$ cat src/verilog/sfl_pkg.sv
package sfl_pkg;
  // frame layout, first bit on the line is bit 0
  localparam int FRAME_BITS = 28;
  localparam int DATA_BITS = 24;
  localparam int POS_MARK_HIGH = 0;
  localparam int POS_DATA_LSB = 1;
  localparam int POS_INTEGRITY = 25;
  localparam int POS_BALANCE = 26;
  localparam int POS_MARK_LOW = 27;
  // recovered clock active edge sits half a frame after data launch
  localparam int RCLK_HALF = 14;
  // default lock criteria
  localparam int TX_LOCK_EDGES = 8;
  localparam int RX_LOCK_FRAMES = 4;
  // running disparity stays within one data field
  localparam int DISP_LIMIT = 24;
  // register map, byte addresses
  localparam int ADDR_W = 12;
  localparam logic [11:0] ADDR_CTRL = 12'h000;
  localparam logic [11:0] ADDR_STATUS = 12'h004;
  // control register fields
  localparam int CTRL_W = 6;
  localparam int CTRL_TX_OE = 0;
  localparam int CTRL_TX_PD_N = 1;
  localparam int CTRL_TX_EDGE = 2;
  localparam int CTRL_RX_OE = 3;
  localparam int CTRL_RX_PD_N = 4;
  localparam int CTRL_RX_EDGE = 5;
  localparam logic [5:0] CTRL_RESET = 6'h00;
  // status register fields
  localparam int STAT_TX_LOCK = 0;
  localparam int STAT_RX_LOCK = 1;
  localparam int STAT_RX_HUNT = 2;
  localparam int STAT_LOSS_LSB = 8;
  // state machines
  typedef enum logic [1:0] {SFL_TX_OFF, SFL_TX_ACQUIRE, SFL_TX_RUN} sfl_tx_state_e;
  typedef enum logic [1:0] {SFL_RX_OFF, SFL_RX_HUNT, SFL_RX_TRACK, SFL_RX_LOCKED} sfl_rx_state_e;
endpackage : sfl_pkg

$ cat src/verilog/sfl_serdes.sv
// Contract
// - capture 24 input bits per transmit clock, edge picked by tx_edge_select.
// - each frame is 28 bits: 24 data, two marks, integrity, balance.
// - high mark always 1, low mark always 0, forming embedded clock edge.
// - balance bit tells if data is inverted to limit DC bias; receiver undoes it.
// - integrity bit generated every frame, checked by receiver during lock and run.
// - line carries 28 bits per transmit clock period.
// - serial output driven only with output enable and powerdown_n both high.
// - serial output stays off until supply good and transmit PLL locked.
// - until receive lock, parallel outputs and clock off, lock low.
// - receiver locks on random data; transmitter sends ordinary frames.
// - lock rises with the first valid recovered clock and data.
// - recovered clock synchronous to data, polarity by rx_edge_select.
// - edge select high launches for rising edge, low for falling edge.
// - one missing embedded clock edge drops lock and restarts the hunt.
// - transmit powerdown stops PLL, turns off output, relocks after.
// - receive powerdown stops PLL, turns off outputs, relocks before lock.
// - receive enable or powerdown low turns off data and clock, lock stays driven.
// - receive PLL keeps running while only output enable is low.
// - transmit enable back high resumes without relock if controls unchanged.
//
// The APB slave port and the register offsets were left to the implementer.
`timescale 1ns/1ps
module sfl_serdes #(
  parameter int TX_LOCK_EDGES = sfl_pkg::TX_LOCK_EDGES,
  parameter int RX_LOCK_FRAMES = sfl_pkg::RX_LOCK_FRAMES
) (
  // clock and reset
  input wire logic pclk,
  input wire logic presetn,
  // apb slave
  input wire logic psel,
  input wire logic penable,
  input wire logic pwrite,
  input wire logic [sfl_pkg::ADDR_W-1:0] paddr,
  input wire logic [31:0] pwdata,
  output logic [31:0] prdata,
  output logic pready,
  output logic pslverr,
  // transmit parallel side
  input wire logic supply_good,
  input wire logic tx_parallel_clock,
  input wire logic [sfl_pkg::DATA_BITS-1:0] tx_parallel_in,
  // transmit serial pair
  output logic serial_out_p,
  output logic serial_out_n,
  output logic serial_out_oe,
  // receive serial pair
  input wire logic serial_in_pair,
  // receive parallel side
  output logic [sfl_pkg::DATA_BITS-1:0] rx_parallel_out,
  output logic rx_parallel_oe,
  output logic rx_clock_out,
  output logic rx_clock_oe,
  output logic rx_lock
);
  import sfl_pkg::*;

  // parameter range checks at elaboration
  if (TX_LOCK_EDGES < 1 || TX_LOCK_EDGES > 255) begin : g_bad_tx_lock
    $error("TX_LOCK_EDGES out of range");
  end
  if (RX_LOCK_FRAMES < 1 || RX_LOCK_FRAMES > 255) begin : g_bad_rx_lock
    $error("RX_LOCK_FRAMES out of range");
  end

  // number of ones in a data field
  function automatic logic [4:0] ones(input logic [DATA_BITS-1:0] d);
    ones = '0;
    for (int i = 0; i < DATA_BITS; i++) begin
      ones = ones + 5'(d[i]);
    end
  endfunction : ones

  // marks in place and even parity over data, integrity and balance
  function automatic logic frame_ok(input logic [FRAME_BITS-1:0] f);
    frame_ok = f[POS_MARK_HIGH] & ~f[POS_MARK_LOW] & ~(^f[POS_BALANCE:POS_DATA_LSB]);
  endfunction : frame_ok

  // control register and apb answer
  logic [CTRL_W-1:0] ctrl, next_ctrl;
  logic [31:0] next_prdata;
  logic next_pslverr;
  logic apb_setup, apb_access;
  logic tx_oe, tx_pd_n, tx_edge, rx_oe, rx_pd_n, rx_edge;

  // transmit state
  sfl_tx_state_e tx_state, next_tx_state;
  logic tx_clk_prev, tx_edge_last, next_tx_edge_last;
  logic [7:0] tx_edges, next_tx_edges;
  logic [FRAME_BITS-1:0] tx_shift, next_tx_shift;
  logic [4:0] tx_left, next_tx_left;
  logic signed [7:0] tx_disp, next_tx_disp;
  logic signed [7:0] tx_d;
  logic tx_cap, tx_inv, tx_load;
  logic [DATA_BITS-1:0] tx_field;

  // receive state
  sfl_rx_state_e rx_state, next_rx_state;
  logic [FRAME_BITS-1:0] rx_sr, next_rx_sr;
  logic [4:0] rx_cnt, next_rx_cnt;
  logic [7:0] rx_good, next_rx_good;
  logic [7:0] rx_loss, next_rx_loss;
  logic [DATA_BITS-1:0] next_rx_data;
  logic next_rx_clock;
  logic rx_end;

  assign tx_oe = ctrl[CTRL_TX_OE];
  assign tx_pd_n = ctrl[CTRL_TX_PD_N];
  assign tx_edge = ctrl[CTRL_TX_EDGE];
  assign rx_oe = ctrl[CTRL_RX_OE];
  assign rx_pd_n = ctrl[CTRL_RX_PD_N];
  assign rx_edge = ctrl[CTRL_RX_EDGE];

  // apb decode, zero wait states, answer registered at setup
  assign apb_setup = psel & ~penable;
  assign apb_access = psel & penable;
  assign pready = apb_access;

  always_comb begin
    next_ctrl = ctrl;
    next_prdata = prdata;
    next_pslverr = pslverr;
    if (apb_access && pwrite && paddr == ADDR_CTRL) begin
      next_ctrl = pwdata[CTRL_W-1:0];
    end
    if (apb_setup) begin
      next_prdata = '0;
      next_pslverr = 1'b0;
      case (paddr)
        ADDR_CTRL: next_prdata[CTRL_W-1:0] = ctrl;
        ADDR_STATUS: begin
          next_prdata[STAT_TX_LOCK] = (tx_state == SFL_TX_RUN);
          next_prdata[STAT_RX_LOCK] = rx_lock;
          next_prdata[STAT_RX_HUNT] = (rx_state == SFL_RX_HUNT);
          next_prdata[STAT_LOSS_LSB +: 8] = rx_loss;
        end
        default: next_pslverr = 1'b1;
      endcase
    end
  end

  always_ff @(posedge pclk or negedge presetn) begin
    if (!presetn) begin
      ctrl <= CTRL_RESET;
      prdata <= '0;
      pslverr <= 1'b0;
    end else begin
      ctrl <= next_ctrl;
      prdata <= next_prdata;
      pslverr <= next_pslverr;
    end
  end

  // transmit: capture edge, disparity choice, frame build
  assign tx_cap = tx_edge ? (tx_parallel_clock & ~tx_clk_prev) : (~tx_parallel_clock & tx_clk_prev);
  assign tx_d = 8'(signed'({2'b00, ones(tx_parallel_in), 1'b0})) - 8'sd24;
  assign tx_inv = (tx_disp > 0 && tx_d > 0) || (tx_disp < 0 && tx_d < 0);
  assign tx_field = tx_parallel_in ^ {DATA_BITS{tx_inv}};
  assign tx_load = (tx_state == SFL_TX_RUN) && tx_cap;

  always_comb begin
    next_tx_state = tx_state;
    next_tx_edges = tx_edges;
    next_tx_shift = {1'b0, tx_shift[FRAME_BITS-1:1]};
    next_tx_left = (tx_left == 5'd0) ? 5'd0 : tx_left - 5'd1;
    next_tx_disp = tx_disp;
    next_tx_edge_last = tx_edge;
    case (tx_state)
      SFL_TX_OFF: begin
        next_tx_state = SFL_TX_ACQUIRE;
        next_tx_edges = '0;
      end
      SFL_TX_ACQUIRE: begin
        if (tx_cap) begin
          if (tx_edges >= 8'(TX_LOCK_EDGES - 1)) begin
            next_tx_state = SFL_TX_RUN;
          end else begin
            next_tx_edges = tx_edges + 8'd1;
          end
        end
      end
      SFL_TX_RUN: begin
        // ordinary frames from the first locked edge on
        if (tx_cap) begin
          next_tx_shift = {1'b0, tx_inv, ^{tx_inv, tx_field}, tx_field, 1'b1};
          next_tx_left = 5'(FRAME_BITS - 1);
          next_tx_disp = tx_inv ? tx_disp - tx_d : tx_disp + tx_d;
        end
      end
      default: next_tx_state = SFL_TX_OFF;
    endcase
    // powerdown or low supply stop the pll; an edge change forces relock
    if (!supply_good || !tx_pd_n) begin
      next_tx_state = SFL_TX_OFF;
      next_tx_edges = '0;
    end else if (tx_edge != tx_edge_last && tx_state != SFL_TX_OFF) begin
      next_tx_state = SFL_TX_ACQUIRE;
      next_tx_edges = '0;
    end
  end

  always_ff @(posedge pclk or negedge presetn) begin
    if (!presetn) begin
      tx_state <= SFL_TX_OFF;
      tx_clk_prev <= 1'b0;
      tx_edge_last <= 1'b0;
      tx_edges <= '0;
      tx_shift <= '0;
      tx_left <= '0;
      tx_disp <= '0;
    end else begin
      tx_state <= next_tx_state;
      tx_clk_prev <= tx_parallel_clock;
      tx_edge_last <= next_tx_edge_last;
      tx_edges <= next_tx_edges;
      tx_shift <= next_tx_shift;
      tx_left <= next_tx_left;
      tx_disp <= next_tx_disp;
    end
  end

  // serial pair, off unless locked, enabled and powered
  assign serial_out_p = tx_shift[0];
  assign serial_out_n = ~tx_shift[0];
  assign serial_out_oe = (tx_state == SFL_TX_RUN) & tx_oe & tx_pd_n;

  // receive: hunt for a valid frame, track, then lock
  assign rx_end = (rx_cnt == 5'(FRAME_BITS - 1));

  always_comb begin
    next_rx_state = rx_state;
    next_rx_sr = {serial_in_pair, rx_sr[FRAME_BITS-1:1]};
    next_rx_cnt = rx_cnt;
    next_rx_good = rx_good;
    next_rx_loss = rx_loss;
    next_rx_data = rx_parallel_out;
    next_rx_clock = rx_clock_out;
    case (rx_state)
      SFL_RX_OFF: next_rx_state = SFL_RX_HUNT;
      SFL_RX_HUNT: begin
        // any data pattern: look for marks and parity at every bit offset
        if (frame_ok(next_rx_sr)) begin
          next_rx_state = SFL_RX_TRACK;
          next_rx_cnt = '0;
          next_rx_good = 8'd1;
        end
      end
      SFL_RX_TRACK, SFL_RX_LOCKED: begin
        next_rx_cnt = rx_end ? 5'd0 : rx_cnt + 5'd1;
        if (rx_end) begin
          if (frame_ok(next_rx_sr)) begin
            if (rx_state == SFL_RX_LOCKED || rx_good >= 8'(RX_LOCK_FRAMES - 1)) begin
              next_rx_state = SFL_RX_LOCKED;
              next_rx_data = next_rx_sr[POS_DATA_LSB +: DATA_BITS] ^ {DATA_BITS{next_rx_sr[POS_BALANCE]}};
              next_rx_clock = ~rx_edge;
            end else begin
              next_rx_good = rx_good + 8'd1;
            end
          end else begin
            // a single missing clock edge ends lock
            next_rx_state = SFL_RX_HUNT;
            next_rx_good = '0;
            if (rx_state == SFL_RX_LOCKED && rx_loss != 8'hff) begin
              next_rx_loss = rx_loss + 8'd1;
            end
          end
        end else if (rx_state == SFL_RX_LOCKED && rx_cnt == 5'(RCLK_HALF - 1)) begin
          next_rx_clock = rx_edge;
        end
      end
      default: next_rx_state = SFL_RX_OFF;
    endcase
    // powerdown stops the pll; output enable alone does not
    if (!rx_pd_n) begin
      next_rx_state = SFL_RX_OFF;
      next_rx_good = '0;
      next_rx_cnt = '0;
    end
  end

  always_ff @(posedge pclk or negedge presetn) begin
    if (!presetn) begin
      rx_state <= SFL_RX_OFF;
      rx_sr <= '0;
      rx_cnt <= '0;
      rx_good <= '0;
      rx_loss <= '0;
      rx_parallel_out <= '0;
      rx_clock_out <= 1'b0;
    end else begin
      rx_state <= next_rx_state;
      rx_sr <= next_rx_sr;
      rx_cnt <= next_rx_cnt;
      rx_good <= next_rx_good;
      rx_loss <= next_rx_loss;
      rx_parallel_out <= next_rx_data;
      rx_clock_out <= next_rx_clock;
    end
  end

  // lock always driven; data and clock only when locked and enabled
  assign rx_lock = (rx_state == SFL_RX_LOCKED);
  assign rx_parallel_oe = rx_lock & rx_oe & rx_pd_n;
  assign rx_clock_oe = rx_parallel_oe;
endmodule : sfl_serdes
$ cat config.mk
export PLATFORM = sky130hd
export DESIGN_NAME = sfl_serdes
export DESIGN_NICKNAME = d
export VERILOG_FILES = /design/src/verilog/sfl_pkg.sv /design/src/verilog/sfl_serdes.sv
export SDC_FILE = /design/constraint.sdc
export NUM_CORES = 1
export LEC_CHECK = 0
export ABC_AREA = 1
export BUFFER_PORTS_ARGS = -buffer_cell sky130_fd_sc_hd__buf_2
export CAP_MARGIN = 15
export CORE_ASPECT_RATIO = 1.5
export CORE_UTILIZATION = 34
export DETAILED_ROUTE_END_ITERATION = 8
export PLACE_DENSITY = 0.53
export SLEW_MARGIN = 20
export SYNTH_ARGS = -nofsm -noshare
export SYNTH_HDL_FRONTEND = slang
export SYNTH_SLANG_ARGS = --single-unit
$ cat constraint.sdc
create_clock -name pclk -period 3.8 [get_ports pclk]
set_input_delay 0.57 -clock pclk [delete_from_list [all_inputs] [get_ports pclk]]
set_output_delay 0.57 -clock pclk [all_outputs]
set_load 0.05 [all_outputs]
# After elaboration in Yosys (flattened, before gate mapping)
# Index checks and enable logic that the tools add are counted.
[op_classes]
n_addsub = 30
magnitude_cmp = 6
n_eq_ne = 21
n_mux = 38
bitwise_logic = 20
reduce_logical = 31
[ops]
columns = ["operator", "n"]
rows = [
  ["$add A5 B1 Y5", 19],
  ["$mux W8", 11],
  ["$mux W27", 2],
  ["$xor A24 B24 Y24", 2],
  ["$pmux W8 S2", 2],
  ["$reduce_xor A26 Y1", 1],
  ["$reduce_xor A25 Y1", 1],
  ["$add A8 B1 Y8 const B", 3],
  ["$ne A4 B4 Y1 const B", 5],
  ["$mux W2", 9],
  ["$reduce_and A4 Y1", 4],
  ["$mux W5", 3],
  ["$eq A12 B3 Y1 const B", 1],
  ["$logic_not A12 Y1", 1],
  ["$pmux W2 S3", 2],
  ["$and A1 B1 Y1", 10],
  ["$pmux W5 S2", 1],
  ["$reduce_and A3 Y1", 3],
  ["$add A8 B7 Y8", 1],
  ["$ge A8 B2 Y1 const B", 1],
  ["$ge A8 B3 Y1 const B", 1],
  ["$gt A8 B1 Y1 const B", 1],
  ["$lt A8 B1 Y1 const B", 1],
  ["$ne A8 B8 Y1 const B", 1],
  ["other kinds (30)", 60],
]
[totals]
ff_bits = 145
inputBits = 76
output_inout_bits = 65

# Depth between registers and ports, before layout
# Gate-level depths: netlist (run 1).
[depth]
word_depth = 31
depth_mapped = 36
ltp_nobuf = 35

# Least setup slack after synthesis (run 1)
# Ideal clock, no wire load.
[synth_timing]
kind = "in2reg"
startpoint = "input tx_parallel_in[0] (netlist bit)"
endpoint = "register tx_disp[7]"
setup_ps = 117
t_arrival_ps = 6336
path_slack_ps = -2653
cell_stages = 32
path_buffers = 1
path_cell_list = "inv_1 -> fa_1 -> fa_1 -> fa_1 -> fa_1 -> fa_1 -> inv_1 -> ha_1 -> fa_1 -> xor2_1 -> ha_1 -> xor2_1 -> inv_1 -> nand2_1 -> nand4_1 -> nand2_1 -> buf_2 -> o21ai_0 -> fa_1 -> a21oi_1 -> nor2_1 -> nor2_1 -> inv_1 -> nand2_1 -> inv_1 -> nor2_1 -> inv_1 -> a21oi_1 -> or2_2 -> nand3_1 -> nand2_1 -> nand2_1"
[synth_between]
elab_chain_len = 28
word_cells_on_any_way = 32
classes_between = "add/sub: 26; order compare: 2; mux: 1; reduce/logical: 3"
[synth_lines]
columns = ["item", "line_no", "rtl"]
rows = [
  ["start, declared", "sfl_serdes.sv:43", "input wire logic [sfl_pkg::DATA_BITS-1:0] tx_parallel_in,"],
  ["$add A1 B1 Y2 *", "sfl_serdes.sv:71", "ones = ones + 5'(d[i]);"],
  ["$add A2 B1 Y3 *", "sfl_serdes.sv:71", ""],
  ["$add A3 B1 Y4 *", "sfl_serdes.sv:71", ""],
  ["$add A4 B1 Y5 *", "sfl_serdes.sv:71", ""],
  ["$add A5 B1 Y5 * (19 in a row)", "sfl_serdes.sv:71", ""],
  ["$sub A6 B5 Y7 *", "sfl_serdes.sv:157", "assign tx_d = 8'(signed'({2'b00, ones(tx_parallel_in), 1'b0})) - 8'sd24;"],
  ["$gt A7 B1 Y1 or $lt A7 B1 Y1 (tied branches)", "sfl_serdes.sv:158", "assign tx_inv = (tx_disp > 0 && tx_d > 0) || (tx_disp < 0 && tx_d < 0);"],
  ["$logic_and A1 B1 Y1", "sfl_serdes.sv:158", ""],
  ["$logic_or A1 B1 Y1", "sfl_serdes.sv:158", ""],
  ["$mux W8 *", "sfl_serdes.sv:188", "next_tx_disp = tx_inv ? tx_disp - tx_d : tx_disp + tx_d;"],
  ["end signal, assigned", "sfl_serdes.sv:219", "tx_disp <= next_tx_disp;"],
  ["end, declared", "sfl_serdes.sv:93", "logic signed [7:0] tx_disp, next_tx_disp;"],
]
# Every way passes the cells marked *; elsewhere a longest branch is shown, timed or not.
# A chain may end at the register's enable or synchronous reset.

# Final worst setup path (run 1)
[layout_timing]
startpoint = "input tx_parallel_in[17] (netlist bit)"
endpoint = "register tx_disp[7]"
[layout_between]
elab_chain_len = 12
word_cells_on_any_way = 16
classes_between = "add/sub: 10; order compare: 2; mux: 1; reduce/logical: 3"
[layout_lines]
columns = ["item", "line_no"]
rows = [
  ["$add A5 B1 Y5 * (7 in a row)", "sfl_serdes.sv:71"],
  ["$sub A6 B5 Y7 *", "sfl_serdes.sv:157"],
  ["$gt A7 B1 Y1 or $lt A7 B1 Y1 (tied branches)", "sfl_serdes.sv:158"],
  ["$logic_and A1 B1 Y1", "sfl_serdes.sv:158"],
  ["$logic_or A1 B1 Y1", "sfl_serdes.sv:158"],
  ["$mux W8 *", "sfl_serdes.sv:188"],
]
# Marks and branches as above.

==> metrics, run 1 <==
final wirelength=roughly 18000 um; clock skew=13.4 ps; Reg area=3550 um^2; 1st-iter DRT viols=298; Worst Max-Slew Pin Slew=941 ps; synth unique cells=43; post-synth top area cell=dfrtp_1; number of synthesized flops with an enable pin=0; Arr. time, crit path=6410 ps; Worst R2R End=tx_disp[7]$_DFFE_PN0P_; Hold Vio Cnt, Final=0; layout cells sized above 1=24.9%; CTS clock-pin slew for the worst setup and hold paths=60 ps; worst r2r src=tx_disp[2]$_DFFE_PN0P_; H-tree levels=4; commonest non-fill, non-tap cell in the layout=nand2_1; CTS Hold Bufs=0; CTS Sinks=142; crit path launch=tx_parallel_in[17]; VDD IR-drop max=1.28 mV; unrepaired setup endpoints after global routing=yes; largest net degree at the start of global routing=76; gpl congestion=0.779; worst setup path class=input port to flop; Detail Placement HPWL=13100 um; WL met3=385 um; first-pass iteration count of the detailed router=4; Tmin final=6100 ps; pwr/cell area=1230 nW/um^2; Num CTS Buffers=17; met1 wire length=~7300 um; post-synthesis register bit count=142; die area=24300 um^2; Std-Cell Rows=68; top-level I/O count=141; share of synthesized registers carrying an async set or reset=100%; Post-Syn Area=8060 um^2; CP endpoint=tx_disp[7]$_DFFE_PN0P_; Horiz. Die Dim=approximately 130 um; wire length on met2=slightly below 10000 um; DR WL/cell=12.2 um; Worst Path Required=4110 ps; Syn Area/Cell=8.35 um^2; antenna violations before repair=0; crit path launch type=input port; Post-Place Cells=1408; post-synth top area share=44.1%; DR top layer=met4; Layout area overhead=25.5%; TNS Setup=-43900 ps; IO buf count=96; slowest stage cell, crit path=fa_1; max cap viols=0; final net count=1259; final worst-path cycle share=160%; Die Y=between 150 and 200 um; Max FO, Critical Path=3; Root Driver=clkbuf_16; relative slew slack=a little under two fifths; Slew Limit Fails=0; pre-CTS WS=-2730 ps; Reg2Reg Setup Slack=750 ps; R2R depth=21; number of global-route vias before repair=6664; GRT Total Usage=15.9%; Multi-input gate area=3890 um^2; Initial Util=34.8%; Post-Synthesis Cells=965; failing checks=setup timing; Ys Warns=0; diodes inserted=0; Fmax=164 MHz; Max stage delay on crit path=580 ps; Post-Route Utilization=43.7%; TritonCTS clock tree=built; Final setup viols=32; worst setup margin=-2300 ps; drt drc=0; Finished Layout Cells=1471; first-pass GRT wire length=a little over 30000 um; static leakage=5.34 nW; synth top area cells=dfrtp_1 (44%), nand2_1 (13%), inv_1 (6.2%); Synth Flop Type=dfrtp_1; global route total overflow=0; Core Footprint=23100 um^2; clock insertion delay at the later pin of the skew report=430 ps; commonest cells after routing, fill and taps aside=nand2_1 (268), dfrtp_1 (142), inv_1 (123); fillers=2335; Post-DRT Antenna Nets=0; via count=6506; crit end category=flop; post-synthesis sequential area ratio=44.1%; Top cell by count, worst path=buf_4; outcome=complete, but fails checks; Via density=4.42; total power=approximately 0.012 W; clock tree buffer depth=2; path category of the worst min-delay check=input port to async pin
-- synthesized netlist by cell type (all sizes together), types with 3 or more instances --
cell	count
nand2	272
dfrtp	142
inv	135
nor2	87
o21ai	49
xnor2	46
a21oi	36
nand3	31
buf	29
xor2	24
ha	21
fa	18
clkbuf	12
a31oi	10
o31ai	9
nand4	7
mux2	6
nor3	4
nor4	4
o41ai	3
or2	3
-- critical path: cells and delay by family --
| kind | cells | cell delay (ps) |
|---|---|---|
| buffers and inverters | 16 | 1730 |
| adder cells (fa/ha/maj) | 8 | 3200 |
| XOR/XNOR | 2 | 320 |
| AND/OR/NAND/NOR | 6 | 580 |
-- area by class of cell --
cell class | count | share of cell area (%)
Clock inverter | 12 | 1.13
Tap cell | 315 | 3.90
Clock buffer | 19 | 4.38
Sequential cell | 142 | 35.1
Multi-Input combinational cell | 664 | 38.5
Timing Repair Buffer | 184 | 11.9
Inverter | 135 | 5.09
-- worst min path at each step --
stage | from | endpoint | slack (ps) | depth (start not counted)
finish | presetn | rx_parallel_out[5]$_DFFE_PN0P_ | 140 | 1
global route | presetn | rx_parallel_out[5]$_DFFE_PN0P_ | 190 | 1
CTS | presetn | rx_parallel_out[5]$_DFFE_PN0P_ | 180 | 1
detailed placement | rx_sr[11]$_DFF_PN0_ | rx_sr[10]$_DFF_PN0_ | 440 | 0
global placement | rx_sr[11]$_DFF_PN0_ | rx_sr[10]$_DFF_PN0_ | 430 | 0
floorplan | presetn | ctrl[0]$_DFFE_PN0P_ | 270 | 0
-- cells by family (layout without fill, tap and decap cells) --
group / after synthesis / in the layout / synth area share, %
xor gates and xnor gates: 70 / 70 / 7.70
buffers and inverters: 176 / 350 / 9.74
DFF: 142 / 142 / 44.1
and+or+nand+nor: 416 / 416 / 20.9
other: 1 / 18 / 0.0465
AOI/OAI and AO/OA: 115 / 115 / 8.91
adders and majority gates: 39 / 39 / 7.73
muxes: 6 / 6 / 0.838
-- report_power, final --
group	internal (W)	switching, W
Clock	0.000917	0.000666
Combinational	0.00506	0.00421
Sequential	0.00156	0.0000493
Total	0.00753	0.00493
-- sequential cells by signal, summed over array words and instances (netlist names), 5 cells and up --
name,cells
tx_edges,8
rx_sr,27
ctrl,6
rx_good,8
prdata,14
tx_shift,27
rx_loss,8
rx_parallel_out,24
tx_disp,7
rx_cnt,5
-- stage by stage --
stage / area (um^2) / hold WS (ps)
6_report: 10100 / 136
5_1_grt: 10100 / 195
4_1_cts: 10000 / 185
3_5_place_dp: 9210 / 439
3_3_place_gp: 9210 / 425
2_1_floorplan: 8190 / 274
-- routing by layer --
layer | global-route usage (%) | up-vias
li1 | - | 3320
met1 | 16.9 | 3067
met2 | 30.2 | 90
met3 | 3.09 | 29
met4 | 6.88 | 0
met5 | 0 | -
-- what timing repair did --
item | CTS | global route
resized for setup | 14 | 31
buffers inserted | 28 | 5
pin swaps | 17 | 19
setup endpoints to repair | 32 | 33
Power figures use the tool's default switching activity.
==> run 2: changes to the inputs <==
--- a/config.mk
+++ b/config.mk
@@ -8,7 +8,7 @@
 export ABC_AREA = 1
 export BUFFER_PORTS_ARGS = -buffer_cell sky130_fd_sc_hd__buf_2
 export CAP_MARGIN = 15
-export CORE_ASPECT_RATIO = 1.5
+export CORE_ASPECT_RATIO = 1.2
 export CORE_UTILIZATION = 34
 export DETAILED_ROUTE_END_ITERATION = 8
 export PLACE_DENSITY = 0.53
==> run 2 against run 1 <==
Compared with the run above:
- the flow still finishes with violations (setup timing)
- global-route usage is 0.37 points lower
- via count is 2.6% lower
- clock-buffer cell count is 1 lower
- cell count is 1.6% lower
- design area is 0.58% lower
==> metrics, run 2 (synthesis gave the netlist of run 1 again) <==
post-route cell area=a little over 10000 um^2; max cap viols=0; via count=approximately 6300; Reg2Reg Setup Slack=930 ps; layout cells sized above 1=23.0%; Initial Util=a little over a third; worst setup margin=-2130 ps; VDD IR-drop max=between 1 and 1.5 mV; final net count=1235; Layout area overhead=24.8%; wire length on met2=8780 um; Buffers & Inverters on Critical Path=9; Post-DRT Antenna Nets=0; slowest stage cell, crit path=fa_1; total power=about 0.011 W; clock tree buffer depth=2; static leakage=5.30 nW; DR WL/cell=12.1 um; Max stage delay on crit path=540 ps; Worst Path Required=between 4000 and 5000 ps; Via density=about 4.4; Hold Vio Cnt, Final=0; Root Driver=clkbuf_16; clock skew=10.5 ps; H-tree levels=4; met1 wire length=~7900 um; Num CTS Buffers=17; global route total overflow=0; WL met3=426 um; final worst-path cycle share=156%; pwr/cell area=1120 nW/um^2; commonest cells after routing, fill and taps aside=nand2_1 (269), dfrtp_1 (142), inv_1 (120); Cell Area, Placed=9210 um^2; drt drc=0; unrepaired setup endpoints after global routing=yes; Max FO, Critical Path=5; IO buf count=96; Slew Limit Fails=0; Fmax=around 170 MHz; Std-Cell Rows=61; CTS Sinks=142; relative slew slack=31.8%; Arr. time, crit path=6250 ps; Worst Max-Slew Pin Slew=1020 ps; outcome=complete, but fails checks; Core Footprint=23200 um^2; Horiz. Die Dim=143 um; 1st-iter DRT viols=232; number of global-route vias before repair=6383; failing checks=setup timing; TritonCTS clock tree=built; crit end category=flop; Final setup viols=32; commonest non-fill, non-tap cell in the layout=nand2_1; first-pass iteration count of the detailed router=5; Tmin final=5930 ps; Finished Layout Cells=1448; DR top layer=met4; worst r2r src=tx_disp[2]$_DFFE_PN0P_; top-level I/O count=141; diodes inserted=0; clock insertion delay at the later pin of the skew report=430 ps; Worst R2R End=tx_disp[7]$_DFFE_PN0P_; worst setup path class=input port to flop; die area=24300 um^2; Top cell by count, worst path=nand2_1; R2R depth=20; Top Registers=rx_sr (27), tx_shift (27), rx_parallel_out (24); path category of the worst min-delay check=input port to async pin; GRT Total Usage=between 10% and 20%; largest delay contributor family on the critical path=adder cells; largest net degree at the start of global routing=80; final wirelength=17500 um; Detail Placement HPWL=12400 um; antenna violations before repair=0; CTS clock-pin slew for the worst setup and hold paths=about 60 ps; gpl congestion=0.757; first-pass GRT wire length=29800 um; Post-Place Cells=1408; Die Y=about 170 um; crit path launch type=input port
run 2: where the power goes:
part | internal [W] | switching (W)
Clock | 0.00112 | 0.000706
Sequential | 0.00156 | 0.0000447
Combinational | 0.00402 | 0.00379
run 2: timing repair:
| item | in CTS | in global routing |
|---|---|---|
| gates cloned | 1 | 0 |
| hold buffers | 0 | 0 |
| buffers inserted | 3 | 4 |
| pin swaps | 18 | 9 |
| setup endpoints to repair | 32 | 32 |
| gates resized for setup | 26 | 15 |
| endpoints found under the hold margin | 0 | 0 |
run 2: worst register-to-register path: cells and delay by family, from the launching register on:
kind / cells / cell delay [ps]
compound gates: 2 / 270
xor+xnor: 1 / 160
fa+ha+maj: 1 / 310
buf+inv: 3 / 140
flops: 1 / 430
simple gates: 13 / 1480
run 2: cell type report:
class                   count  area, um^2
clock buffers              18         429
fillers                  2366       13100
repair buffers            160        1070
clock inverters            14         209
well taps                 315         394
inverters                 135         519
multi-input cells         664        3870
flip-flops and latches    142        3550
run 2: worst max path at each step:
stage                                  start                endpoint  slack, ps  depth (start not counted)
after CTS                 tx_parallel_in[15]  tx_disp[7]$_DFFE_PN0P_      -2100                         33
final                     tx_parallel_in[17]  tx_disp[7]$_DFFE_PN0P_      -2130                         34
after global routing      tx_parallel_in[17]  tx_disp[7]$_DFFE_PN0P_      -2510                         36
after floorplan            tx_parallel_in[9]  tx_disp[7]$_DFFE_PN0P_      -2390                         33
after global placement     tx_parallel_in[9]  tx_disp[7]$_DFFE_PN0P_      -2610                         33
after detailed placement   tx_parallel_in[9]  tx_disp[7]$_DFFE_PN0P_      -2690                         33
run 2: through the flow:
stage	setup TNS (ps)	util [%]	hold WS, ps	setup slack, ps
floorplan	-43800	-	274	-2390
global placement	-65020	39.7	438	-2610
detailed placement	-67280	39.7	439	-2690
CTS	-43710	43.0	200	-2100
global route	-51360	43.3	228	-2510
finish	-44100	43.3	161	-2130
run 2: routing by layer:
metal	track usage, %	up-vias
li1	-	3287
met1	18.4	2938
met2	27.6	85
met3	3.19	26
met4	5.84	0
met5	0	-
==> run 3: changes to the inputs <==
--- a/config.mk
+++ b/config.mk
@@ -11,7 +11,6 @@
 export CORE_ASPECT_RATIO = 1.2
 export CORE_UTILIZATION = 34
 export DETAILED_ROUTE_END_ITERATION = 8
-export PLACE_DENSITY = 0.53
 export SLEW_MARGIN = 20
 export SYNTH_ARGS = -nofsm -noshare
 export SYNTH_HDL_FRONTEND = slang
==> run 3 against run 2 <==
Compared with the run above:
- the flow still finishes with violations (setup timing)
- power increased by 14%
- via count increased by 2.6%
- die area is the same
- first-iteration DRC count is 22% higher
- sequential share of layout area down 0.66 points
- clock power decreased by 5%
- critical endpoint is now tx_disp[6]$_DFFE_PN0P_
- highest routed layer unchanged
==> metrics, run 3 (synthesis gave the netlist of run 1 again) <==
Worst Path Required=4070 ps; CTS clock-pin slew for the worst setup and hold paths=70 ps; Post-DRT Antenna Nets=0; Top Registers=rx_sr (27), tx_shift (27), rx_parallel_out (24); Tmin final=6100 ps; via count=6498; largest delay contributor family on the critical path=adder cells; largest net degree at the start of global routing=between 90 and 100; pwr/cell area=1260 nW/um^2; TritonCTS clock tree=built; slowest stage cell, crit path=fa_1; VDD IR-drop max=1.36 mV; Stages on worst setup path=29; Max stage delay on crit path=590 ps; crit path launch type=input port; Arr. time, crit path=about 6400 ps; Hold Vio Cnt, Final=0; 1st-iter DRT viols=about 280; H-tree levels=4; Post-Route Utilization=44.2%; commonest cells after routing, fill and taps aside=nand2_1 (269), dfrtp_1 (142), inv_1 (122); top-level I/O count=141; CTS Hold Bufs=0; layout cells sized above 1=25.0%; failing checks=setup timing; clock tree buffer depth=2; GRT Total Usage=15.2%; worst setup margin=-2300 ps; path category of the worst min-delay check=input port to async pin; worst setup path class=input port to flop; commonest non-fill, non-tap cell in the layout=nand2_1; Die Y=~170 um; clock insertion delay at the later pin of the skew report=between 400 and 500 ps; DR WL/cell=between 10 and 15 um; final worst-path cycle share=160%; Max FO, Critical Path=5; number of global-route vias before repair=6299; Std-Cell Rows=between 60 and 70; Num CTS Buffers=17; Core Footprint=23200 um^2; first-pass iteration count of the detailed router=4; IO buf count=96; Slew Limit Fails=0; total power=around 0.013 W; Detail Placement HPWL=12200 um; antenna violations before repair=0; WHS=roughly 220 ps; Layout area overhead=27.1%; global route total overflow=0; final wirelength=~18000 um; Root Driver=clkbuf_16; Worst Max-Slew Pin Slew=roughly 1000 ps; unrepaired setup endpoints after global routing=yes; Via density=4.42; outcome=complete, but fails checks; Horiz. Die Dim=143 um; gpl congestion=0.775; R2R depth=16; max cap viols=0; first-pass GRT wire length=29300 um; final net count=1257; Buffers & Inverters on Critical Path=7; clock skew=10.5 ps; Fmax=164 MHz; Top cell by count, worst path=fa_1; diodes inserted=0; Final setup viols=32; static leakage=5.40 nW; CTS Sinks=roughly 140; crit end category=flop; drt drc=0; die area=24300 um^2; relative slew slack=33.6%; Initial Util=a little over a third
run 3: layout make-up:
| cell class | count | area [um^2] |
|---|---|---|
| timing repair buffer | 182 | 1250 |
| fill | 2312 | 13000 |
| sequential | 142 | 3550 |
| clock inverter | 15 | 178 |
| clock buffer | 17 | 425 |
| tap | 315 | 394 |
| multi-input combinational | 664 | 3920 |
| inverter | 135 | 524 |
run 3: through the flow:
step           area [um^2]  TNS, ps  worst slack, ps  instances
2_1_floorplan         8190   -43800            -2390        982
3_3_place_gp          9210   -57730            -2590       1407
3_5_place_dp          9210   -61990            -2770       1407
4_1_cts              10100   -43670            -2130       1464
5_1_grt              10200   -53560            -2530       1470
6_report             10200   -47430            -2300       1470
run 3: what timing repair did:
item	CTS	global route
gates resized for setup	31	27
setup buffers	25	5
setup endpoints to repair	32	32
pin swaps	20	12
cloned	0	1
run 3: per-layer routing:
layer	GRT usage, %	vias up	wire length (um)
met2	27.4	90	9170
met1	18.0	3070	7690
met4	4.77	0	211
li1	-	3324	-
met5	0	-	0
met3	3.08	14	474
run 3: path summary, 6_finish.rpt:
kind | start | to | slack (ps)
min in group pclk | serial_in_pair | rx_sr[27]$_DFF_PN0_ | 270
max in group asynchronous | presetn | rx_sr[7]$_DFF_PN0_ | 2630
setup reg to reg | tx_disp[2]$_DFFE_PN0P_ | tx_disp[6]$_DFFE_PN0P_ | 770
hold reg to reg | tx_shift[1]$_DFF_PN0_ | tx_shift[0]$_DFF_PN0_ | 450
hold / removal | presetn | rx_parallel_out[16]$_DFFE_PN0P_ | 220
setup / recovery | tx_parallel_in[7] | tx_disp[6]$_DFFE_PN0P_ | -2300
run 3: report_power, final:
group	switching (W)	total [W]	leakage, nW	internal (W)
clock	0.000731	0.00172	0.293	0.000994
sequential	0.0000486	0.00160	1.89	0.00156
combinational	0.00441	0.00953	3.21	0.00512
